`config.mk`:
```
export PLATFORM = sky130hd
export DESIGN_NAME = iepb_top
export DESIGN_NICKNAME = d
export VERILOG_FILES = /design/src/iepb_pkg.sv /design/src/iepb_encoder.sv /design/src/iepb_top.sv
export VERILOG_INCLUDE_DIRS = /design/src
export SDC_FILE = /design/constraint.sdc
export NUM_CORES = 1
export LEC_CHECK = 0
export ABC_AREA = 1
export BUFFER_PORTS_ARGS = -buffer_cell sky130_fd_sc_hd__buf_2
export CAP_MARGIN = 40
export CORE_AREA = 2 2 108 110
export DETAILED_ROUTE_END_ITERATION = 8
export DIE_AREA = 0 0 110 112
export GPL_TIMING_DRIVEN = 1
export HOLD_SLACK_MARGIN = 0.08
export PLACE_DENSITY = 0.68
export SKIP_LAST_GASP = 1
export SLEW_MARGIN = 20
export SYNTH_ARGS = -nofsm -noshare
export SYNTH_HDL_FRONTEND = slang
export SYNTH_SLANG_ARGS = --single-unit
export TNS_END_PERCENT = 1
```
`constraint.sdc`:
```
create_clock -name ref_clk -period 26.2 [get_ports ref_clk]
set_clock_uncertainty 0.05 [all_clocks]
set_input_delay 1.31 -clock ref_clk [delete_from_list [all_inputs] [get_ports ref_clk]]
set_output_delay 1.31 -clock ref_clk [all_outputs]
set_load 0.01 [all_outputs]
```
`src/iepb_consts.svh`:
```
// offsets, field positions, reset values and widths for the priority enable bank
`ifndef IEPB_CONSTS_SVH
`define IEPB_CONSTS_SVH

`define IEPB_ADDR_W          24
`define IEPB_OFF_G1_ENH      24'hffe036
`define IEPB_OFF_G1_ENL      24'hffe037
`define IEPB_OFF_G2_REQ      24'hffe038
`define IEPB_OFF_G2_FORCE    24'hffe039
`define IEPB_OFF_G2_ENH      24'hffe03a
`define IEPB_OFF_G2_ENL      24'hffe03b
`define IEPB_OFF_G1_REQ      24'hffe034
`define IEPB_OFF_STATUS      24'hffe040
`define IEPB_OFF_MASK        24'hffe041
`define IEPB_OFF_WIN         24'hffe042
`define IEPB_RST_BYTE        8'h00
`define IEPB_BIT_PWM_PERIOD  7
`define IEPB_BIT_SER1_RX     6
`define IEPB_BIT_SER1_TX     5
`define IEPB_BIT_PWM_TRIP    4
`define IEPB_STAT_WIN_CHANGE 0
`define IEPB_STAT_DROP       1

`endif

```
`src/iepb_pkg.sv`:
```
// types shared by the priority enable bank
package iepb_pkg;
   typedef logic [1:0] iepb_level_t;
   typedef enum logic [1:0] {
      IEPB_BUS_IDLE = 2'b00,
      IEPB_BUS_ACK  = 2'b01
   } iepb_bus_state_t;
endpackage

```
`src/iepb_encoder.sv`:
```
// priority encoder: highest level wins, lowest index breaks ties
`timescale 1ns/1ps
`default_nettype none
module iepb_encoder (
   input  wire logic [15:0]        pend,
   input  wire logic [15:0]        en_high,
   input  wire logic [15:0]        en_low,
   output logic                    any,
   output logic [3:0]              index,
   output iepb_pkg::iepb_level_t   level
);
   always_comb begin
      any   = 1'b0;
      index = 4'h0;
      level = 2'h0;
      for (int i = 15; i >= 0; i--) begin
         // RULE_07 level gated arbitration
         if (pend[i] && {en_high[i], en_low[i]} != 2'b00
             && {en_high[i], en_low[i]} >= level) begin
            any   = 1'b1;
            index = 4'(i);
            level = {en_high[i], en_low[i]};
         end
      end
   end
endmodule
`default_nettype wire

```
`src/iepb_top.sv`:
```
// priority enable bank for port A/D and group-two requests, Avalon-MM slave
//
// Register access over Avalon-MM was left to the implementer.
`timescale 1ns/1ps
`default_nettype none
`include "iepb_consts.svh"
// Operation
// RULE_01: enable pair selects off or level 1-3
// RULE_02: port A/D high enable at ffe036
// RULE_03: port A/D low enable at ffe037
// RULE_04: group two bits 7-4 map fixed sources
// RULE_05: group two bits 3-0 port C/channel
// RULE_06: group two low enable at ffe03b
// RULE_07: enabled pending requests, highest level wins
// RULE_08: write one clears group two request
// RULE_09: force register sets group two requests
module iepb_top (
   input  wire logic        ref_clk,
   input  wire logic        srst,
   input  wire logic        clk_en,
   input  wire logic [23:0] avs_address,
   input  wire logic        avs_read,
   input  wire logic        avs_write,
   input  wire logic [7:0]  avs_writedata,
   output logic      [7:0]  avs_readdata,
   output logic             avs_waitrequest,
   input  wire logic [7:0]  src_group_one,
   input  wire logic [7:0]  src_group_two,
   output logic             arb_valid,
   output logic      [3:0]  arb_index,
   output logic      [1:0]  arb_level,
   output logic             irq
);
   ////////////////////////////////////////////////////////////////////////
   logic [7:0] port_ad_irq_enable_high;
   logic [7:0] port_ad_irq_enable_low;
   logic [7:0] group_two_irq_enable_high;
   logic [7:0] group_two_irq_enable_low;
   logic [7:0] request_group_one;
   logic [7:0] request_group_two;
   logic [7:0] status;
   logic [7:0] mask;
   iepb_pkg::iepb_bus_state_t state;
   logic       wr_fire;
   logic       rd_fire;
   logic       enc_any;
   logic [3:0] enc_index;
   iepb_pkg::iepb_level_t enc_level;

   function automatic logic hit(input logic [23:0] a, input logic [23:0] off);
      hit = (a == off);
   endfunction

   // writes land at the acknowledge edge; read data is caught when the request
   // is taken, so it already stands while waitrequest is low
   assign wr_fire = clk_en && state == iepb_pkg::IEPB_BUS_ACK && avs_write;
   assign rd_fire = clk_en && state == iepb_pkg::IEPB_BUS_IDLE && avs_read;

   ////////////////////////////////////////////////////////////////////////
   always_ff @(posedge ref_clk) begin
      if (srst) begin
         state <= iepb_pkg::IEPB_BUS_IDLE;
      end else if (clk_en) begin
         unique case (state)
            iepb_pkg::IEPB_BUS_IDLE: begin
               if (avs_read || avs_write) begin
                  state <= iepb_pkg::IEPB_BUS_ACK;
               end
            end
            iepb_pkg::IEPB_BUS_ACK: begin
               state <= iepb_pkg::IEPB_BUS_IDLE;
            end
            default: begin
               state <= iepb_pkg::IEPB_BUS_IDLE;
            end
         endcase
      end
   end

   always_ff @(posedge ref_clk) begin
      if (srst) begin
         avs_waitrequest <= 1'b1;
      end else if (clk_en) begin
         avs_waitrequest <= !(state == iepb_pkg::IEPB_BUS_IDLE
                              && (avs_read || avs_write));
      end
   end

   ////////////////////////////////////////////////////////////////////////
   always_ff @(posedge ref_clk) begin
      if (srst) begin
         port_ad_irq_enable_high   <= `IEPB_RST_BYTE;
         port_ad_irq_enable_low    <= `IEPB_RST_BYTE;
         group_two_irq_enable_high <= `IEPB_RST_BYTE;
         group_two_irq_enable_low  <= `IEPB_RST_BYTE;
         mask                      <= `IEPB_RST_BYTE;
      end else if (wr_fire) begin
         // RULE_02 port A/D high enable
         if (hit(avs_address, `IEPB_OFF_G1_ENH)) begin
            port_ad_irq_enable_high <= avs_writedata;
         end
         // RULE_03 port A/D low enable
         if (hit(avs_address, `IEPB_OFF_G1_ENL)) begin
            port_ad_irq_enable_low <= avs_writedata;
         end
         // RULE_04 group two high enable
         if (hit(avs_address, `IEPB_OFF_G2_ENH)) begin
            group_two_irq_enable_high <= avs_writedata;
         end
         // RULE_06 group two low enable
         if (hit(avs_address, `IEPB_OFF_G2_ENL)) begin
            group_two_irq_enable_low <= avs_writedata;
         end
         if (hit(avs_address, `IEPB_OFF_MASK)) begin
            mask <= avs_writedata;
         end
      end
   end

   ////////////////////////////////////////////////////////////////////////
   // source pulses set pending bits; a set in the clear cycle wins
   always_ff @(posedge ref_clk) begin
      if (srst) begin
         request_group_one <= `IEPB_RST_BYTE;
      end else if (clk_en) begin
         if (wr_fire && hit(avs_address, `IEPB_OFF_G1_REQ)) begin
            request_group_one <= (request_group_one & ~avs_writedata) | src_group_one;
         end else begin
            request_group_one <= request_group_one | src_group_one;
         end
      end
   end

   always_ff @(posedge ref_clk) begin
      if (srst) begin
         request_group_two <= `IEPB_RST_BYTE;
      end else if (clk_en) begin
         // RULE_05 bits 3-0 from port C or channel sources
         if (wr_fire && hit(avs_address, `IEPB_OFF_G2_REQ)) begin
            // RULE_08 write one clears
            request_group_two <= (request_group_two & ~avs_writedata) | src_group_two;
         end else if (wr_fire && hit(avs_address, `IEPB_OFF_G2_FORCE)) begin
            // RULE_09 force sets bits
            request_group_two <= request_group_two | avs_writedata | src_group_two;
         end else begin
            request_group_two <= request_group_two | src_group_two;
         end
      end
   end

   ////////////////////////////////////////////////////////////////////////
   iepb_encoder u_enc (
      .pend    ({request_group_two, request_group_one}),
      .en_high ({group_two_irq_enable_high, port_ad_irq_enable_high}),
      .en_low  ({group_two_irq_enable_low, port_ad_irq_enable_low}),
      .any     (enc_any),
      .index   (enc_index),
      .level   (enc_level)
   );

   always_ff @(posedge ref_clk) begin
      if (srst) begin
         arb_valid <= 1'b0;
         arb_index <= 4'h0;
         arb_level <= 2'h0;
      end else if (clk_en) begin
         // RULE_01 pair gives presented level
         arb_valid <= enc_any;
         arb_index <= enc_index;
         arb_level <= enc_level;
      end
   end

   ////////////////////////////////////////////////////////////////////////
   // status: bit0 winner changed, bit1 request arrived while source disabled
   logic [7:0] stat_set;
   always_comb begin
      stat_set = 8'h00;
      stat_set[`IEPB_STAT_WIN_CHANGE] = enc_any
         && (!arb_valid || enc_index != arb_index || enc_level != arb_level);
      stat_set[`IEPB_STAT_DROP] =
         |(({src_group_two, src_group_one})
           & ~({group_two_irq_enable_high, port_ad_irq_enable_high}
               | {group_two_irq_enable_low, port_ad_irq_enable_low}));
   end

   always_ff @(posedge ref_clk) begin
      if (srst) begin
         status <= `IEPB_RST_BYTE;
      end else if (clk_en) begin
         if (wr_fire && hit(avs_address, `IEPB_OFF_STATUS)) begin
            status <= (status & ~avs_writedata) | stat_set;
         end else begin
            status <= status | stat_set;
         end
      end
   end

   always_ff @(posedge ref_clk) begin
      if (srst) begin
         irq <= 1'b0;
      end else if (clk_en) begin
         irq <= |(status & mask);
      end
   end

   ////////////////////////////////////////////////////////////////////////
   // force register reads zero: it is write only
   always_ff @(posedge ref_clk) begin
      if (srst) begin
         avs_readdata <= 8'h00;
      end else if (rd_fire) begin
         unique case (avs_address)
            `IEPB_OFF_G1_ENH:    avs_readdata <= port_ad_irq_enable_high;
            `IEPB_OFF_G1_ENL:    avs_readdata <= port_ad_irq_enable_low;
            `IEPB_OFF_G2_ENH:    avs_readdata <= group_two_irq_enable_high;
            `IEPB_OFF_G2_ENL:    avs_readdata <= group_two_irq_enable_low;
            `IEPB_OFF_G1_REQ:    avs_readdata <= request_group_one;
            `IEPB_OFF_G2_REQ:    avs_readdata <= request_group_two;
            `IEPB_OFF_STATUS:    avs_readdata <= status;
            `IEPB_OFF_MASK:      avs_readdata <= mask;
            `IEPB_OFF_WIN:       avs_readdata <= {arb_valid, 1'b0, arb_level, arb_index};
            default:             avs_readdata <= 8'h00;
         endcase
      end
   end
endmodule
`default_nettype wire

```
==> results by stage <==
Min path:
- The launch point of the worst hold path is avs_waitrequest.
- The count of cells along the worst hold path is 2.
- The tightest min-delay check is of the reg -> reg type.

Setup path:
- STA classifies the critical path startpoint as a flip-flop.
- The number of cells on the worst reg-to-reg path is 131.
- The slowest stage of the critical path is the dfxtp_1 cell.
- The largest fanout of any net on the critical path is 10.
- The critical path's largest stage delay is 0.50 ns.
- The startpoint of the most critical register-to-register path is request_group_two[7].
- For the worst setup path, the data arrival time is 15.31 ns.
- By instance count, the cell type seen most on the critical path is nand2_1.
- The endpoint type of the worst setup path is a flip-flop.
- The launching element of the worst setup path is request_group_two[7].
- The critical path class is reg -> reg.
- The setup slack on the worst flop-to-flop path is 11.05 ns.
- The endpoint required time on the critical path is 26.37 ns.

Synth:
- The synthesized netlist net count is 900.
- In the synthesized netlist, the number of instances is 830.
- Ranked by total cell area, the synthesized netlist is headed by dfxtp_1, nand2_1, inv_1, nand3_1, o21ai_0.
- The share of Yosys cell area claimed by the top area cell type is 0.307.
- The post-synthesis cell type with the largest combined area is dfxtp_1.
- Of the synthesized area, sequential elements account for 0.307.
- For this run, the number of Yosys warnings is 0.
- Yosys mapped the design onto 35 distinct sky130hd cell types.
- The synthesis-stage register bit count is 82.
- The post-synth design cell area is 5340 um2.
- Each instance of the synthesized netlist takes up on average 6.44 um2.
- The most used flip-flop cell after synthesis is dfxtp_1.
- The fraction of registers with async set/reset is 0.
- The number of enable flip-flop cells after synthesis is 0.

Clocking:
- The number of gates given a new drive strength after cts is 0.
- The largest buffer count on any clock path is 2.
- The later pin in the worst-skew pair is clocked with a latency of 0.34 ns.
- The tree built by TritonCTS fans out to 82 sinks.
- The number of buffers created by CTS is 9.
- The clock tree root buffer cell is clkbuf_16.
- The clock edge transition at the registers on the reported setup and hold paths is 0.07 ns.
- The number of H-tree levels is 3.
- Once the clock tree was built, the setup fixing pass inserted 0 buffers.
- The number of hold buffers added after CTS is 0.
- TritonCTS built the clock tree.

Floorplanning:
- The count of pins on the block boundary is 70.
- The total area inside the core boundary comes to 11,200 um2.
- The floorplan has 39 rows.
- The initial utilization of the core area, before any placement, comes to 0.478.
- The floorplan step set the die width to 110 um.
- The area of the die is 12,300 um2.
- The y dimension of the die is 112 um.

Place:
- The estimated wirelength of the detail-placed design is 15,000 um.
- After detailed placement, the design holds a cell count of 1,024.
- The placer's final routability congestion estimate is 1.03.
- The pre-CTS setup slack is 11.31 ns.
- The number of buffers added on ports is 69.

Timing:
- Setup violations remaining at the end of the flow were counted as 0.
- The worst setup slack after layout is 11.05 ns.
- The number of failing hold endpoints at the final stage was 0.
- At the pin with the least slew margin, the transition time is 0.828 ns.
- The portion of the clock cycle consumed by the worst path in the final layout is 0.578.
- After routing, the total negative slack on setup checks comes to 0 ns.
- Setup repair after global routing left no endpoint under its margin.
- The max-slew violation count came to 0.
- Measured against its own limit, the worst slew margin works out to 0.443.
- The smallest clock period supported by the final layout is computed as 15.15 ns.
- The maximum clock frequency is 0.0660 GHz.

Routing:
- The detailed-routed wire length on met3 is 1480 um.
- The final layout contains routed wiring with a total length of 19,200 um.
- The total iterations of the first detailed-routing run is 5.
- The detailed-route wire length on metal 1 is 8620 um.
- For this run, design rule violations remaining after detail routing come to 0.
- The vias per cell is 5.79.
- After the first detailed-routing iteration, the DRC count stood at 770.
- The antenna violation net count after detailed routing is 0.
- After detailed routing, no signal wire sits above met4.
- The met2 wire length is 8480 um.
- The via total after detailed routing is 6,029.
- The average wire length per cell after detail routing is 18.4 um.

Power:
- The analysis attributes to cell leakage a power of 2.85 nW.
- Power comes to 0.297 mW.
- The power per unit of standard cell area is 48.2 nW/um2.
- Across the VDD grid, the largest voltage drop is 30.4 uV.

Run status:
- The flow ran to the end, and the final reports show no timing, DRC or antenna violations.

Finish:
- The final cell utilization of the core is 0.551.
- The number of nets in the finished design is 962.
- The non-filler instance count after layout is 1,041.
- The share of post-route cells with drive strength above 1 is 0.133.
- In the layout the commonest cells are nand2_1, inv_1, nand3_1.
- The library cell used most frequently in the layout, excluding fill and tap cells, is nand2_1.
- The area growth from synthesis to layout is 15.3%.

Global route:
- Across every metal layer, demand over resource in global routing totals 0.317.
- Entering global routing, the biggest net connects 39 pins.
- Summed over all layers, the global routing overflow is 0.
- The number of antenna violations at the first check in global routing is 1.
- The wire length of the first global-routing pass is 29,700 um.
- The number of global-route vias before repair is 5,386.

Job:
- Across the run, the number of max-cap violations was 0.
[metrics by stage]
stage | instance area [um2] | hold slack [ns]
floorplan | 5340 | 0.389
global placement | 5800 | 0.397
detailed placement | 5820 | 0.403
CTS | 6160 | 0.419
global route | 6160 | 0.443
finish | 6160 | 0.414
[registers in the layout, indices dropped and copies added (netlist names)]
| signal | count |
|---|---|
| arb_index | 4 |
| arb_level | 2 |
| arb_valid | 1 |
| avs_readdata | 8 |
| avs_waitrequest | 1 |
| group_two_irq_enable_high | 8 |
| group_two_irq_enable_low | 8 |
| irq | 1 |
| mask | 8 |
| port_ad_irq_enable_high | 8 |
| port_ad_irq_enable_low | 8 |
| request_group_one | 8 |
| request_group_two | 8 |
| state | 1 |
| status | 8 |
[routing by layer]
layer / vias up / track usage
met1: 2774 / 0.451
met4: 0 / 0.118
met2: 257 / 0.483
met3: 39 / 0.0451
li1: 2959 / -
met5: - / 0
[critical path: cells and delay by family (launching register included)]
family | cells | cell delay, ns
DFF | 1 | 0.50
buffers and inverters | 23 | 1.42
AOI/OAI and AO/OA | 7 | 1.02
adders and majority gates | 15 | 4.11
and+or+nand+nor | 86 | 7.87
[synthesized netlist by cell type, types with 3 or more instances]
library cell    n
a21oi_2         3
inv_1         129
dfxtp_1        82
inv_2           3
nor3_1         12
nand4_1        12
nand3_1        96
a221oi_1       11
nor2_1         39
nor4_1          4
a21oi_1        74
clkbuf_1       19
o211ai_1       17
o21ai_0        79
clkinv_1        3
nand2_2        11
nand2_1       168
ha_1           17
o22ai_1        27
[logic make-up after synthesis]
group	Yosys count	synth area share
buffers and inverters	155	0.109
AOI/OAI and AO/OA	220	0.238
DFF	82	0.307
and+or+nand+nor	355	0.304
adders and majority gates	17	0.0398
xor gates and xnor gates	1	0.00164
[area by class of cell]
cell class | instances | area [um2]
clock inverters | 6 | 96.3
fillers | 1136 | 5010
diodes | 1 | 2.50
clock buffers | 10 | 239
multi-input cells | 593 | 3130
well taps | 143 | 179
flip-flops and latches | 82 | 1640
inverters | 135 | 507
repair buffers | 71 | 370
[report_power, final]
group          internal [mW]  total, mW  switching [mW]
sequential             0.127      0.131         0.00340
combinational        0.00779     0.0232          0.0154
clock                 0.0875      0.143          0.0559
[final timing paths]
check | end
worst min register to register | avs_waitrequest
worst min-delay path | avs_waitrequest
worst max-delay path | status[0]
worst max register to register | status[0]
Power figures use the tool's default switching activity.
